## src/fxr_pkg.sv

```systemverilog
// Package: constants and types for the extended read-parameter register block
package fxr_pkg;
    // Register layout
    localparam int REG_W = 8;
    localparam int DRV_MSB = 7;
    localparam int DRV_LSB = 5;
    localparam int DRV_W = 3;
    localparam int RSV_BIT = 4;
    localparam int ERASE_ERR_BIT = 3;
    localparam int PROG_ERR_BIT = 2;
    localparam int PROT_ERR_BIT = 1;
    localparam int BUSY_BIT = 0;
    // Reserved bit reads as one
    localparam logic RSV_VALUE = 1'b1;
    // Drive strength default code (50 %)
    localparam logic [2:0] DRV_DEFAULT = 3'h7;
    // Opcodes
    localparam logic [7:0] OP_SET_NV = 8'h85;
    localparam logic [7:0] OP_SET_V = 8'h83;
    localparam logic [7:0] OP_CLEAR = 8'h82;
    // Drive strength in eighths of full strength
    localparam logic [3:0] STR_RSVD = 4'h0;
    localparam logic [3:0] STR_12P5 = 4'h1;
    localparam logic [3:0] STR_25 = 4'h2;
    localparam logic [3:0] STR_37P5 = 4'h3;
    localparam logic [3:0] STR_50 = 4'h4;
    localparam logic [3:0] STR_75 = 4'h6;
    localparam logic [3:0] STR_100 = 4'h8;
    // Operation kinds reported by the array engines
    typedef enum logic [2:0] {
        FXR_OP_PAGE_PROG,
        FXR_OP_INFO_PROG,
        FXR_OP_ARRAY_ERASE,
        FXR_OP_CHIP_ERASE,
        FXR_OP_NV_REG_UPDATE,
        FXR_OP_FUNC_WRITE,
        FXR_OP_STATUS_WRITE
    } fxr_op_t;
endpackage

```

## src/fxr_sync.sv

```systemverilog
// Two-flop synchroniser for a pin level
`timescale 1ns/1ns
module fxr_sync (
    input wire logic clk, // Clock
    input wire logic arst_n, // Async reset, active low
    input wire logic din, // Asynchronous level
    output logic dout // Synchronised level
);
    typedef struct packed {
        logic s1;
        logic s2;
    } fxr_sync_st_t;
    fxr_sync_st_t st, next_st;
    // First stage feeds only the second
    always_comb begin
        next_st.s1 = din;
        next_st.s2 = st.s1;
    end
    always_ff @(posedge clk or negedge arst_n) begin
        if (!arst_n) begin
            st <= '0;
        end else begin
            st <= next_st;
        end
    end
    assign dout = st.s2;
endmodule // fxr_sync

```

## src/fxr_drive_decode.sv

```systemverilog
// Drive strength code to strength level decoder
`timescale 1ns/1ns
module fxr_drive_decode
    import fxr_pkg::*;
(
    input wire logic [fxr_pkg::DRV_W-1:0] code, // Drive field
    output logic [3:0] eighths, // Strength in eighths
    output logic reserved // Code is reserved
);
    // Table lookup; reserved codes give zero strength
    always_comb begin
        reserved = 1'b0;
        case (code)
            3'h1: eighths = STR_12P5;
            3'h2: eighths = STR_25;
            3'h3: eighths = STR_37P5;
            3'h5: eighths = STR_75;
            3'h6: eighths = STR_100;
            3'h7: eighths = STR_50;
            default: begin
                eighths = STR_RSVD;
                reserved = 1'b1;
            end
        endcase
    end
endmodule // fxr_drive_decode

```

## src/fxr_ext_reg.sv

```systemverilog
// Extended read-parameter register: drive strength copies, busy mirror, sticky error flags
`timescale 1ns/1ns
module fxr_ext_reg
    import fxr_pkg::*;
(
    input wire logic clk, // Clock, 20 MHz
    input wire logic arst_n, // Async hardware reset, active low
    input wire logic soft_reset, // Software reset pulse
    input wire logic cmd_valid, // Decoded command pulse
    input wire logic [7:0] cmd_opcode, // Decoded opcode
    input wire logic [fxr_pkg::REG_W-1:0] cmd_data, // Data byte of the command
    input wire logic op_in_progress, // Status register busy bit
    input wire logic op_done, // Array or register operation finished pulse
    input wire fxr_pkg::fxr_op_t op_kind, // Kind of finished operation
    input wire logic op_fail, // Operation failed
    input wire logic op_erase_phase_fail, // NV update erase phase failed
    input wire logic op_prog_phase_fail, // NV update program phase failed
    input wire logic op_target_protected, // Target protected, locked or suspended
    input wire logic [3:0] block_protect_bits, // Block protection bits
    input wire logic status_write_lock, // Status write lock bit
    input wire logic wp_n_pin, // Write-protect pin, asynchronous
    output logic [fxr_pkg::REG_W-1:0] read_param_ext_status, // Register read value
    output logic [fxr_pkg::DRV_W-1:0] drive_strength, // Working drive code
    output logic [3:0] drive_eighths, // Decoded strength in eighths
    output logic drive_code_reserved, // Working code is reserved
    output logic chip_erase_reject // Chip erase refused, one cycle pulse
);
    ////////////////////////////////////////////////////////////////////////////
    // State
    typedef struct packed {
        logic [DRV_W-1:0] drv_nv;
        logic [DRV_W-1:0] drv_v;
        logic busy;
        logic prot_err;
        logic prog_err;
        logic erase_err;
        logic ce_rej;
        logic [3:0] eighths;
        logic rsvd;
        logic loaded;
    } fxr_st_t;

    fxr_st_t st, next_st;
    logic wp_n_sync;
    logic [3:0] dec_eighths;
    logic dec_rsvd;
    logic set_prot, set_prog, set_erase;

    ////////////////////////////////////////////////////////////////////////////
    // Pin synchroniser and decoder
    fxr_sync u_wp_sync (
        .clk(clk),
        .arst_n(arst_n),
        .din(wp_n_pin),
        .dout(wp_n_sync)
    );

    fxr_drive_decode u_dec (
        .code(next_st.drv_v),
        .eighths(dec_eighths),
        .reserved(dec_rsvd)
    );

    ////////////////////////////////////////////////////////////////////////////
    // Error event classification from finished operations
    always_comb begin
        set_prot = 1'b0;
        set_prog = 1'b0;
        set_erase = 1'b0;
        if (op_done) begin
            case (op_kind)
                FXR_OP_PAGE_PROG, FXR_OP_INFO_PROG: begin
                    // Protected, locked or suspended target fails the program
                    set_prog = op_fail | op_target_protected;
                    set_prot = op_target_protected;
                end
                FXR_OP_ARRAY_ERASE: begin
                    set_erase = op_fail | op_target_protected;
                    set_prot = op_target_protected;
                end
                FXR_OP_CHIP_ERASE: begin
                    // Any nonzero block-protect bit refuses the chip erase
                    set_erase = op_fail | op_target_protected | (|block_protect_bits);
                    set_prot = op_target_protected | (|block_protect_bits);
                end
                FXR_OP_NV_REG_UPDATE: begin
                    set_erase = op_erase_phase_fail;
                    set_prog = op_prog_phase_fail;
                end
                FXR_OP_FUNC_WRITE: begin
                    // OTP clear attempts never reach here as failures
                    set_prog = op_fail;
                end
                FXR_OP_STATUS_WRITE: begin
                    // Locked only when lock bit set and pin low
                    if (status_write_lock && !wp_n_sync) begin
                        set_prot = 1'b1;
                        set_erase = 1'b1;
                    end else begin
                        set_erase = op_erase_phase_fail;
                        set_prog = op_prog_phase_fail;
                    end
                end
                default: begin
                    set_prot = 1'b0;
                end
            endcase
        end
    end

    ////////////////////////////////////////////////////////////////////////////
    // Next state
    always_comb begin
        next_st = st;
        next_st.busy = op_in_progress;
        next_st.ce_rej = op_done && (op_kind == FXR_OP_CHIP_ERASE) && (|block_protect_bits);
        // First cycle after reset copies the NV setting into the working copy
        if (!st.loaded) begin
            next_st.drv_v = st.drv_nv;
            next_st.loaded = 1'b1;
        end
        // Set commands touch only the drive field of the chosen copy
        if (cmd_valid && cmd_opcode == OP_SET_NV) begin
            next_st.drv_nv = cmd_data[DRV_MSB:DRV_LSB];
        end
        if (cmd_valid && cmd_opcode == OP_SET_V) begin
            next_st.drv_v = cmd_data[DRV_MSB:DRV_LSB];
        end
        // Clear and soft reset drop only the flags; a same-cycle event still sets
        if ((cmd_valid && cmd_opcode == OP_CLEAR) || soft_reset) begin
            next_st.prot_err = 1'b0;
            next_st.prog_err = 1'b0;
            next_st.erase_err = 1'b0;
        end
        // Flags are sticky; commands keep running regardless
        next_st.prot_err = next_st.prot_err | set_prot;
        next_st.prog_err = next_st.prog_err | set_prog;
        next_st.erase_err = next_st.erase_err | set_erase;
        next_st.eighths = dec_eighths;
        next_st.rsvd = dec_rsvd;
    end

    ////////////////////////////////////////////////////////////////////////////
    // Registers; NV copy keeps its stored value across reset in the real array,
    // here it resets to the factory default.
    always_ff @(posedge clk or negedge arst_n) begin
        if (!arst_n) begin
            st.drv_nv <= DRV_DEFAULT;
            st.drv_v <= DRV_DEFAULT;
            st.busy <= 1'b0;
            st.prot_err <= 1'b0;
            st.prog_err <= 1'b0;
            st.erase_err <= 1'b0;
            st.ce_rej <= 1'b0;
            st.eighths <= STR_50;
            st.rsvd <= 1'b0;
            st.loaded <= 1'b0;
        end else begin
            st <= next_st;
        end
    end

    ////////////////////////////////////////////////////////////////////////////
    // Outputs, all from flops
    always_comb begin
        read_param_ext_status = '0;
        read_param_ext_status[DRV_MSB:DRV_LSB] = st.drv_v;
        read_param_ext_status[RSV_BIT] = RSV_VALUE;
        read_param_ext_status[ERASE_ERR_BIT] = st.erase_err;
        read_param_ext_status[PROG_ERR_BIT] = st.prog_err;
        read_param_ext_status[PROT_ERR_BIT] = st.prot_err;
        read_param_ext_status[BUSY_BIT] = st.busy;
    end
    assign drive_strength = st.drv_v;
    assign drive_eighths = st.eighths;
    assign drive_code_reserved = st.rsvd;
    assign chip_erase_reject = st.ce_rej;

    ////////////////////////////////////////////////////////////////////////////
    // Assertions
    busy_mirror_a: assert property (@(posedge clk) disable iff (!arst_n)
        ##1 read_param_ext_status[BUSY_BIT] == $past(op_in_progress))
        else $error("busy bit does not mirror status busy");
    flag_sticky_a: assert property (@(posedge clk) disable iff (!arst_n)
        (st.prog_err && !(cmd_valid && cmd_opcode == OP_CLEAR) && !soft_reset) |=> st.prog_err)
        else $error("program flag dropped without clear");
    clear_flags_a: assert property (@(posedge clk) disable iff (!arst_n)
        (cmd_valid && cmd_opcode == OP_CLEAR && !op_done) |=> !st.prot_err && !st.prog_err && !st.erase_err)
        else $error("clear did not drop flags");
    clear_keeps_drive_a: assert property (@(posedge clk) disable iff (!arst_n)
        (st.loaded && cmd_valid && cmd_opcode == OP_CLEAR) |=> $stable(st.drv_v))
        else $error("clear changed drive field");
    set_v_write_a: assert property (@(posedge clk) disable iff (!arst_n)
        (cmd_valid && cmd_opcode == OP_SET_V) |=> drive_strength == $past(cmd_data[DRV_MSB:DRV_LSB]))
        else $error("volatile copy not written");
    set_nv_only_a: assert property (@(posedge clk) disable iff (!arst_n)
        (st.loaded && cmd_valid && cmd_opcode == OP_SET_NV) |=> $stable(st.drv_v))
        else $error("NV set touched working copy");
    status_bits_ro_a: assert property (@(posedge clk) disable iff (!arst_n)
        (cmd_valid && !op_done && cmd_opcode == OP_SET_V && !st.busy && !op_in_progress) |=>
        $stable(read_param_ext_status[ERASE_ERR_BIT:PROT_ERR_BIT]))
        else $error("set command changed status bits");
    reserved_bit_a: assert property (@(posedge clk) disable iff (!arst_n)
        read_param_ext_status[RSV_BIT] == RSV_VALUE)
        else $error("reserved bit changed");
    chip_erase_prot_a: assert property (@(posedge clk) disable iff (!arst_n)
        (op_done && op_kind == FXR_OP_CHIP_ERASE && |block_protect_bits) |=> st.erase_err && st.prot_err && chip_erase_reject)
        else $error("chip erase with block protect not flagged");
    prog_protect_a: assert property (@(posedge clk) disable iff (!arst_n)
        (op_done && op_kind == FXR_OP_PAGE_PROG && op_target_protected) |=> st.prog_err && st.prot_err)
        else $error("protected program not flagged");
    reset_load_a: assert property (@(posedge clk) disable iff (!arst_n)
        (!st.loaded && !(cmd_valid && cmd_opcode == OP_SET_V)) |=> drive_strength == $past(st.drv_nv))
        else $error("working copy not loaded from NV copy");
    decode_default_a: assert property (@(posedge clk) disable iff (!arst_n)
        (st.loaded && drive_strength == DRV_DEFAULT) |-> drive_eighths == STR_50)
        else $error("default code not decoded as half strength");

    // Flag setting by operation kind, one cycle after op_done
    prog_fail_a: assert property (@(posedge clk) disable iff (!arst_n)
        (op_done && (op_kind == FXR_OP_PAGE_PROG || op_kind == FXR_OP_INFO_PROG) && op_fail) |=> st.prog_err)
        else $error("failed program not flagged");
    info_prog_lock_a: assert property (@(posedge clk) disable iff (!arst_n)
        (op_done && op_kind == FXR_OP_INFO_PROG && op_target_protected) |=> st.prog_err && st.prot_err)
        else $error("locked info row program not flagged");
    erase_fail_a: assert property (@(posedge clk) disable iff (!arst_n)
        (op_done && op_kind == FXR_OP_ARRAY_ERASE && op_fail) |=> st.erase_err)
        else $error("failed erase not flagged");
    erase_protect_a: assert property (@(posedge clk) disable iff (!arst_n)
        (op_done && op_kind == FXR_OP_ARRAY_ERASE && op_target_protected) |=> st.erase_err && st.prot_err)
        else $error("protected erase not flagged");
    chip_erase_free_a: assert property (@(posedge clk) disable iff (!arst_n)
        (op_done && op_kind == FXR_OP_CHIP_ERASE && !(|block_protect_bits) && !op_fail && !op_target_protected
        && !st.erase_err) |=> !st.erase_err && !chip_erase_reject)
        else $error("unprotected chip erase flagged");
    nv_erase_phase_a: assert property (@(posedge clk) disable iff (!arst_n)
        (op_done && op_kind == FXR_OP_NV_REG_UPDATE && op_erase_phase_fail) |=> st.erase_err)
        else $error("NV update erase phase failure not flagged");
    nv_prog_phase_a: assert property (@(posedge clk) disable iff (!arst_n)
        (op_done && op_kind == FXR_OP_NV_REG_UPDATE && op_prog_phase_fail) |=> st.prog_err)
        else $error("NV update program phase failure not flagged");
    nv_update_noprot_a: assert property (@(posedge clk) disable iff (!arst_n)
        (op_done && op_kind == FXR_OP_NV_REG_UPDATE && !st.prot_err) |=> !st.prot_err)
        else $error("NV update raised protection flag");
    func_write_fail_a: assert property (@(posedge clk) disable iff (!arst_n)
        (op_done && op_kind == FXR_OP_FUNC_WRITE && op_fail) |=> st.prog_err)
        else $error("failed function write not flagged");
    func_write_quiet_a: assert property (@(posedge clk) disable iff (!arst_n)
        (op_done && op_kind == FXR_OP_FUNC_WRITE && !op_fail && !st.prot_err && !st.prog_err && !st.erase_err)
        |=> !st.prot_err && !st.prog_err && !st.erase_err)
        else $error("ignored function write raised a flag");
    locked_status_a: assert property (@(posedge clk) disable iff (!arst_n)
        (op_done && op_kind == FXR_OP_STATUS_WRITE && status_write_lock && !wp_n_sync) |=> st.prot_err && st.erase_err)
        else $error("locked status write not flagged");
    open_status_a: assert property (@(posedge clk) disable iff (!arst_n)
        (op_done && op_kind == FXR_OP_STATUS_WRITE && !status_write_lock && !st.prot_err) |=> !st.prot_err)
        else $error("unlocked status write raised protection flag");
    ce_reject_flags_a: assert property (@(posedge clk) disable iff (!arst_n)
        chip_erase_reject |-> st.erase_err && st.prot_err)
        else $error("chip erase reject without flags");

    // Sticky flags and what may clear them
    erase_sticky_a: assert property (@(posedge clk) disable iff (!arst_n)
        (st.erase_err && !(cmd_valid && cmd_opcode == OP_CLEAR) && !soft_reset) |=> st.erase_err)
        else $error("erase flag dropped without clear");
    prot_sticky_a: assert property (@(posedge clk) disable iff (!arst_n)
        (st.prot_err && !(cmd_valid && cmd_opcode == OP_CLEAR) && !soft_reset) |=> st.prot_err)
        else $error("protection flag dropped without clear");
    soft_reset_clear_a: assert property (@(posedge clk) disable iff (!arst_n)
        (soft_reset && !op_done) |=> !st.prot_err && !st.prog_err && !st.erase_err)
        else $error("soft reset did not drop flags");
    clear_keeps_busy_a: assert property (@(posedge clk) disable iff (!arst_n)
        (cmd_valid && cmd_opcode == OP_CLEAR) |=> read_param_ext_status[BUSY_BIT] == $past(op_in_progress))
        else $error("clear disturbed busy bit");

    // Set commands and ignored write data
    set_nv_store_a: assert property (@(posedge clk) disable iff (!arst_n)
        (cmd_valid && cmd_opcode == OP_SET_NV) |=> st.drv_nv == $past(cmd_data[DRV_MSB:DRV_LSB]))
        else $error("NV copy not written");
    set_v_keeps_nv_a: assert property (@(posedge clk) disable iff (!arst_n)
        (cmd_valid && cmd_opcode == OP_SET_V) |=> $stable(st.drv_nv))
        else $error("volatile set touched NV copy");
    other_opcode_a: assert property (@(posedge clk) disable iff (!arst_n)
        (st.loaded && cmd_valid && cmd_opcode != OP_SET_NV && cmd_opcode != OP_SET_V) |=> $stable(st.drv_v)
        && $stable(st.drv_nv))
        else $error("other opcode changed drive copies");
    set_no_error_a: assert property (@(posedge clk) disable iff (!arst_n)
        (cmd_valid && cmd_opcode == OP_SET_V && !op_done && !st.prog_err) |=> !st.prog_err)
        else $error("set command raised program flag");
    runs_with_flags_a: assert property (@(posedge clk) disable iff (!arst_n)
        (st.prog_err && cmd_valid && cmd_opcode == OP_SET_V) |=> drive_strength == $past(cmd_data[DRV_MSB:DRV_LSB]))
        else $error("command blocked by error flag");

    // Drive code decode, checked against the table rather than the decoder
    code_reserved_a: assert property (@(posedge clk) disable iff (!arst_n)
        (drive_strength[1:0] == 2'h0) |-> drive_code_reserved && drive_eighths == STR_RSVD)
        else $error("reserved drive code not flagged");
    code_12p5_a: assert property (@(posedge clk) disable iff (!arst_n)
        (drive_strength == 3'h1) |-> drive_eighths == STR_12P5)
        else $error("drive code 1 misdecoded");
    code_25_a: assert property (@(posedge clk) disable iff (!arst_n)
        (drive_strength == 3'h2) |-> drive_eighths == STR_25)
        else $error("drive code 2 misdecoded");
    code_37p5_a: assert property (@(posedge clk) disable iff (!arst_n)
        (drive_strength == 3'h3) |-> drive_eighths == STR_37P5)
        else $error("drive code 3 misdecoded");
    code_75_a: assert property (@(posedge clk) disable iff (!arst_n)
        (drive_strength == 3'h5) |-> drive_eighths == STR_75)
        else $error("drive code 5 misdecoded");
    code_100_a: assert property (@(posedge clk) disable iff (!arst_n)
        (drive_strength == 3'h6) |-> drive_eighths == STR_100)
        else $error("drive code 6 misdecoded");

    cov_clear_c: cover property (@(posedge clk) disable iff (!arst_n) st.erase_err ##1 !st.erase_err);
    cov_nv_fail_c: cover property (@(posedge clk) disable iff (!arst_n)
        op_done && op_kind == FXR_OP_NV_REG_UPDATE && op_prog_phase_fail);
    cov_locked_sw_c: cover property (@(posedge clk) disable iff (!arst_n)
        op_done && op_kind == FXR_OP_STATUS_WRITE && status_write_lock && !wp_n_sync);
    cov_rsvd_code_c: cover property (@(posedge clk) disable iff (!arst_n) drive_code_reserved);
    // Refused chip erase seen at least once
    cov_ce_reject_c: cover property (@(posedge clk) disable iff (!arst_n) chip_erase_reject);
endmodule // fxr_ext_reg

```

## config.mk

```make
export PLATFORM = sky130hd
export DESIGN_NAME = fxr_ext_reg
export DESIGN_NICKNAME = d
export VERILOG_FILES = /design/src/fxr_pkg.sv /design/src/fxr_sync.sv /design/src/fxr_drive_decode.sv /design/src/fxr_ext_reg.sv
export SDC_FILE = /design/constraint.sdc
export NUM_CORES = 1
export LEC_CHECK = 0
export BUFFER_PORTS_ARGS = -buffer_cell sky130_fd_sc_hd__buf_2
export CELL_PAD_IN_SITES_DETAIL_PLACEMENT = 1
export CELL_PAD_IN_SITES_GLOBAL_PLACEMENT = 1
export CORE_ASPECT_RATIO = 0.75
export CORE_MARGIN = 2
export CORE_UTILIZATION = 32
export CTS_CLUSTER_DIAMETER = 120
export DETAILED_ROUTE_END_ITERATION = 12
export GPL_TIMING_DRIVEN = 0
export PLACE_DENSITY = 0.75
export SETUP_SLACK_MARGIN = 0.05
export SLEW_MARGIN = 20
export SYNTH_ARGS = -nofsm -noshare
export SYNTH_HDL_FRONTEND = slang
export SYNTH_SLANG_ARGS = --single-unit
```

## constraint.sdc

```tcl
create_clock -name clk -period 1.8 [get_ports clk]
set_input_delay 0 -clock clk [delete_from_list [all_inputs] [get_ports clk]]
set_output_delay 0 -clock clk [all_outputs]
set_load 0.05 [all_outputs]
```

==> impl_metrics.json, run 1 <==
{
  "cts_made_buffers": 3,
  "die_h_microns": 52.0,
  "finClkSkew_ps": 1.55,
  "grt_max_degree": 20,
  "synthCells": 84,
  "ios": 52,
  "grt_antenna_before_repair": 0,
  "mostFrequentLayoutCells": "buf_2 (45), buf_4 (15), dfrtp_1 (12)",
  "critPathKind": "register to register",
  "overflow": 0,
  "vias": 799,
  "cts_resized": 0,
  "cp.required_ps": 1980,
  "power_density_mw_per_mm2": 747,
  "final.setup.tns_ps": 0,
  "grt_use_total_pct": 14.2,
  "end_kind": "register",
  "place.gp.congestion": 0.742,
  "vdd_drop_max_mv": 0.411,
  "design_area_sq_mm": 0.00135,
  "final_nets": 174,
  "worst_setup_path_start_kind": "register",
  "timing.final.crit_share_pct": 80.7,
  "vias_per_cell": 4.54,
  "cts_tree": "built",
  "syn_area_sq_um": 982,
  "die_w_microns": 68.0,
  "start_util_pct": 33.5,
  "place_area_sq_mm": 0.00126,
  "syn_avg_cell_area_sq_um": 11.7,
  "avgRoutedWirePerCell_microns": 12.5,
  "fmaxAchievable_mhz": 688,
  "hold_violations": 0,
  "drv_cap": 0,
  "hp-class": "input port to register",
  "ctsHtreeMaxLevel": 1,
  "synth-warning-count": 0,
  "combPwrFrac_pct": 24.6,
  "dieArea_sq_mm": 0.00353,
  "hpwl_mm": 1.80,
  "syn_to_final_growth_pct": 36.9,
  "switchingPower_uw": 297,
  "ant_nets": 0,
  "clk_pin_slew_worst_paths_ps": 70,
  "swShare_pct": 29.5,
  "coreArea_sq_mm": 0.00294,
  "ys_types": 24,
  "outcome": "complete, no violations",
  "drt-total-wl_mm": 2.20,
  "critical_path_arrival_ps": 1630,
  "grt_pass1_vias": 828,
  "slew_violations": 0,
  "grt_pass1_wl_mm": 3.64,
  "cts-root-buf": "clkbuf_8",
  "diodes": 0,
  "postCtsSetupBuffers": 0,
  "portBuffers": 45,
  "cts_sinks": 19,
  "num_rows": 17,
  "ys_ff_latch": 19,
  "layout_commonest_cell": "buf_2",
  "first_pass_iters": 2,
  "drive_gt1_share_pct": 60.9,
  "clk_path_buf_depth": 2,
  "power.leakage_nw": 0.685,
  "p_clk_share_pct": 28.7,
  "path_max_fanout": 3,
  "cts_hold_buf": 4,
  "post-route-drc-count": 0,
  "p_int_uw": 708,
  "fin_crit_ps": 1450,
  "clk_latency_ps": 250,
  "drt-initial-drc-count": 6,
  "fill_cells": 350,
  "pwr-share-seq_pct": 46.7,
  "yosysSeqAreaShare_pct": 49.3,
  "setup_viol": 0,
  "rsz0062_at_grt": "false"
}
## layer usage
layer / GRT usage [%] / part of all wire [%] / vias to the layer above
met4: 7.00 / 2.2 / 0
met3: 4.55 / 6.8 / 7
met1: 16.1 / 40 / 378
met2: 24.1 / 51 / 28
met5: 0 / 0 / -
li1: - / - / 386
## path summary, 6_finish.rpt
| path | startpoint | end | depth (start not counted) | slack, ps |
|---|---|---|---|---|
| worst max-delay path | st[0] | drive_eighths[3] | 3 | 350 |
| worst min-delay path | cmd_data[5] | st[14] | 2 | 30 |
| worst max register to register | st[0] | drive_eighths[3] | 3 | 350 |
| worst min register to register | u_wp_sync.next_st[0] | u_wp_sync.dout | 0 | 360 |
| max in group asynchronous | arst_n | drive_strength[0] | 2 | 1260 |
| min in group asynchronous | arst_n | drive_code_reserved | 2 | 210 |
## flip-flops by register name, indices dropped and copies added (netlist names)
name	cells
drive_eighths	4
read_param_ext_status	4
st	4
drive_strength	3
chip_erase_reject	1
drive_code_reserved	1
u_wp_sync.dout	1
u_wp_sync.next_st	1
## layout make-up
type	count	area, sq um	share of cell area, %
Multi-Input combinational cell	48	378	28.1
Clock inverter	1	5.00	0.372
Tap cell	38	47.5	3.53
Sequential cell	19	484	36.0
Timing Repair Buffer	49	265	19.7
Buffer	15	113	8.37
Inverter	3	11.3	0.837
Clock buffer	3	41.3	3.07
## cell families (layout without fill, tap and decap cells)
family                 Yosys count  count (layout)  share of synthesized area, %
buffers and inverters           18              71                          12.6
DFF                             19              19                          49.3
other                            1               2                         0.382
AOI/OAI and AO/OA                9               9                          6.50
and+or+nand+nor                 25              25                          18.0
muxes                           12              12                          13.2
## through the flow
step | std cells | setup WS [ps] | power, mW | util (%) | hold WS (ps)
3_3_place_gp | 168 | 136 | 0.713 | 42.9 | -43.3
5_1_grt | 176 | 242 | 1.06 | 45.8 | 32.8
6_report | 176 | 347 | 1.01 | 45.8 | 31.8
4_1_cts | 176 | 352 | 1.02 | 45.8 | 26.3
3_5_place_dp | 168 | 94.1 | 0.721 | 42.9 | -38.1
2_1_floorplan | 85 | 399 | 0.639 | - | -296
## worst max-delay path, stage by stage, from the launching register on
cell and delay, ps:
dfrtp_1 410, mux2_2 370, or3b_2 440, a21oi_1 160
## synthesized netlist by cell type
master	instances	share of area, %
a21oi_1	1	0.51
a2bb2oi_1	1	0.89
a32o_1	3	3.1
buf_4	15	11
conb_1	1	0.38
dfrtp_1	12	31
dfstp_2	7	19
inv_1	3	1.1
mux2_2	8	9.2
mux2i_1	4	4.1
nand2_1	3	1.1
nand3_1	2	1.0
nand3b_1	4	3.1
nor2_1	5	1.9
nor2b_1	3	1.9
nor3_4	1	1.7
nor3b_1	1	0.76
nor4_1	1	0.64
nor4_4	1	2.2
o21ai_0	4	2.0
or2b_2	1	0.89
or3b_2	1	0.89
or4_1	1	0.76
or4_4	1	1.1
## power groups by stage
stage	Sequential, mW	Clock, mW	Combinational, mW
after global routing	0.473	0.319	0.266
after detailed placement	0.478	0	0.243
after CTS	0.470	0.301	0.250
after global placement	0.476	0	0.237
after floorplan	0.484	0	0.154
final	0.470	0.288	0.247
No activity file was read; power rests on OpenSTA's default activity.
==> run 2: changes to the inputs <==
clock period = 1.5 ns   (was 1.8 ns; I/O delays follow)
==> impl_metrics.json, run 2 (synthesis gave the netlist of run 1 again) <==
{
  "drt-initial-drc-count": 4,
  "ant_nets": 0,
  "hp-class": "input port to register",
  "finClkSkew_ps": 1.27,
  "diodes": 0,
  "portBuffers": 45,
  "fmaxAchievable_mhz": 730,
  "swShare_pct": 29.7,
  "critPathKind": "register to register",
  "vias": 808,
  "fin_total_pwr_mw": 1.22,
  "first_pass_iters": 3,
  "power_density_mw_per_mm2": 862,
  "grt_pass1_vias": 828,
  "design_area_sq_mm": 0.00141,
  "cp.required_ps": 1690,
  "path_max_fanout": 4,
  "vdd_drop_max_mv": 0.493,
  "critical_path_arrival_ps": 1560,
  "fill_cells": 344,
  "die_w_microns": 68.0,
  "overflow": 0,
  "power.leakage_nw": 0.718,
  "end_kind": "register",
  "grt_max_degree": 20,
  "dp.cells": 168,
  "rsz0062_at_grt": "false",
  "drt-total-wl_mm": 2.32,
  "worst_setup_path_start_kind": "register",
  "timing.final.crit_share_pct": 91.4,
  "fin_crit_ps": 1370,
  "slew_violations": 0,
  "mostFrequentLayoutCells": "buf_2 (45), buf_4 (18), dfrtp_1 (12)",
  "vias_per_cell": 4.49,
  "post-route-drc-count": 0,
  "place.gp.congestion": 0.742,
  "grt_pass1_wl_mm": 3.64,
  "fin_cells": 180,
  "num_rows": 17,
  "critPathLaunch": "st[0]",
  "p_clk_share_pct": 28.5,
  "start_util_pct": 33.5,
  "ios": 52,
  "pwr-share-seq_pct": 46.3,
  "final_util_pct": 48.2,
  "cts_made_buffers": 3,
  "final_nets": 178,
  "die_h_microns": 52.0,
  "clk_path_buf_depth": 2,
  "combPwrFrac_pct": 25.2,
  "outcome": "complete, no violations",
  "switchingPower_uw": 362,
  "place_area_sq_mm": 0.00126,
  "grt_use_total_pct": 14.2,
  "avgRoutedWirePerCell_microns": 12.9,
  "grt_antenna_before_repair": 0,
  "cts_tree": "built",
  "dieArea_sq_mm": 0.00353,
  "syn_to_final_growth_pct": 43.9,
  "setup_viol": 0,
  "cts-root-buf": "clkbuf_8",
  "p_int_uw": 856,
  "hpwl_mm": 1.80,
  "hold_violations": 0,
  "cts_sinks": 19,
  "clk_latency_ps": 250,
  "drive_gt1_share_pct": 64.1,
  "min_from": "op_done",
  "reg2reg_from": "st[0]",
  "coreArea_sq_mm": 0.00294,
  "drv_cap": 0,
  "clk_pin_slew_worst_paths_ps": 70,
  "ctsHtreeMaxLevel": 1,
  "layout_commonest_cell": "buf_2"
}
## run 2: final cells by class
type                       count  area, sq um  area share (%)
timing repair buffer          53          308            21.8
clock inverter                 1         5.00           0.354
multi-input combinational     48          404            28.6
buffer                        15          113            7.96
tap                           38         47.5            3.36
sequential                    19          484            34.2
inverter                       3         11.3           0.796
clock buffer                   3         41.3            2.92
## run 2: worst paths after layout
check | endpoint | slack, ps | cells after the start
max in group asynchronous | drive_strength[0] | 960 | 2
worst min register to register | u_wp_sync.dout | 360 | 0
worst min-delay path | read_param_ext_status[1] | 40 | 2
min in group asynchronous | drive_code_reserved | 210 | 2
worst max-delay path | drive_code_reserved | 130 | 4
worst max register to register | drive_code_reserved | 130 | 4
## run 2: layer usage
| layer | wire length [microns] | GRT usage (%) | vias to the layer above |
|---|---|---|---|
| li1 | - | - | 393 |
| met1 | 945 | 16.1 | 384 |
| met2 | 1190 | 24.1 | 26 |
| met3 | 143 | 4.55 | 5 |
| met4 | 43 | 7.00 | 0 |
| met5 | 0 | 0 | - |
## run 2: worst max-delay path, stage by stage, from the launching register on
cell     delay (ps)
dfrtp_1         430
mux2_4          330
buf_4           140
mux2i_2         240
nor2b_1         170
## run 2: repair_timing
item,CTS,global route
endpoints found under the setup margin,0,4
gates resized for setup,0,6
setup buffers,0,4
hold buffers,4,0
endpoints found under the hold margin,20,0
## run 2: metrics by stage
step	hold slack, ps	setup slack [ps]	TNS (ps)
finish	40.6	129	0
global route	42.0	66.3	0
CTS	26.3	52.3	0
detailed placement	-38.1	-206	-906
global placement	-43.3	-164	-596
floorplan	-296	99.4	0
## run 2: power groups by stage
| stage | sequential [mW] | clock, mW | combinational (mW) |
|---|---|---|---|
| after floorplan | 0.581 | 0 | 0.185 |
| final | 0.564 | 0.347 | 0.307 |
| after global placement | 0.572 | 0 | 0.284 |
| after CTS | 0.564 | 0.362 | 0.300 |
| after detailed placement | 0.573 | 0 | 0.292 |
| after global routing | 0.568 | 0.383 | 0.329 |
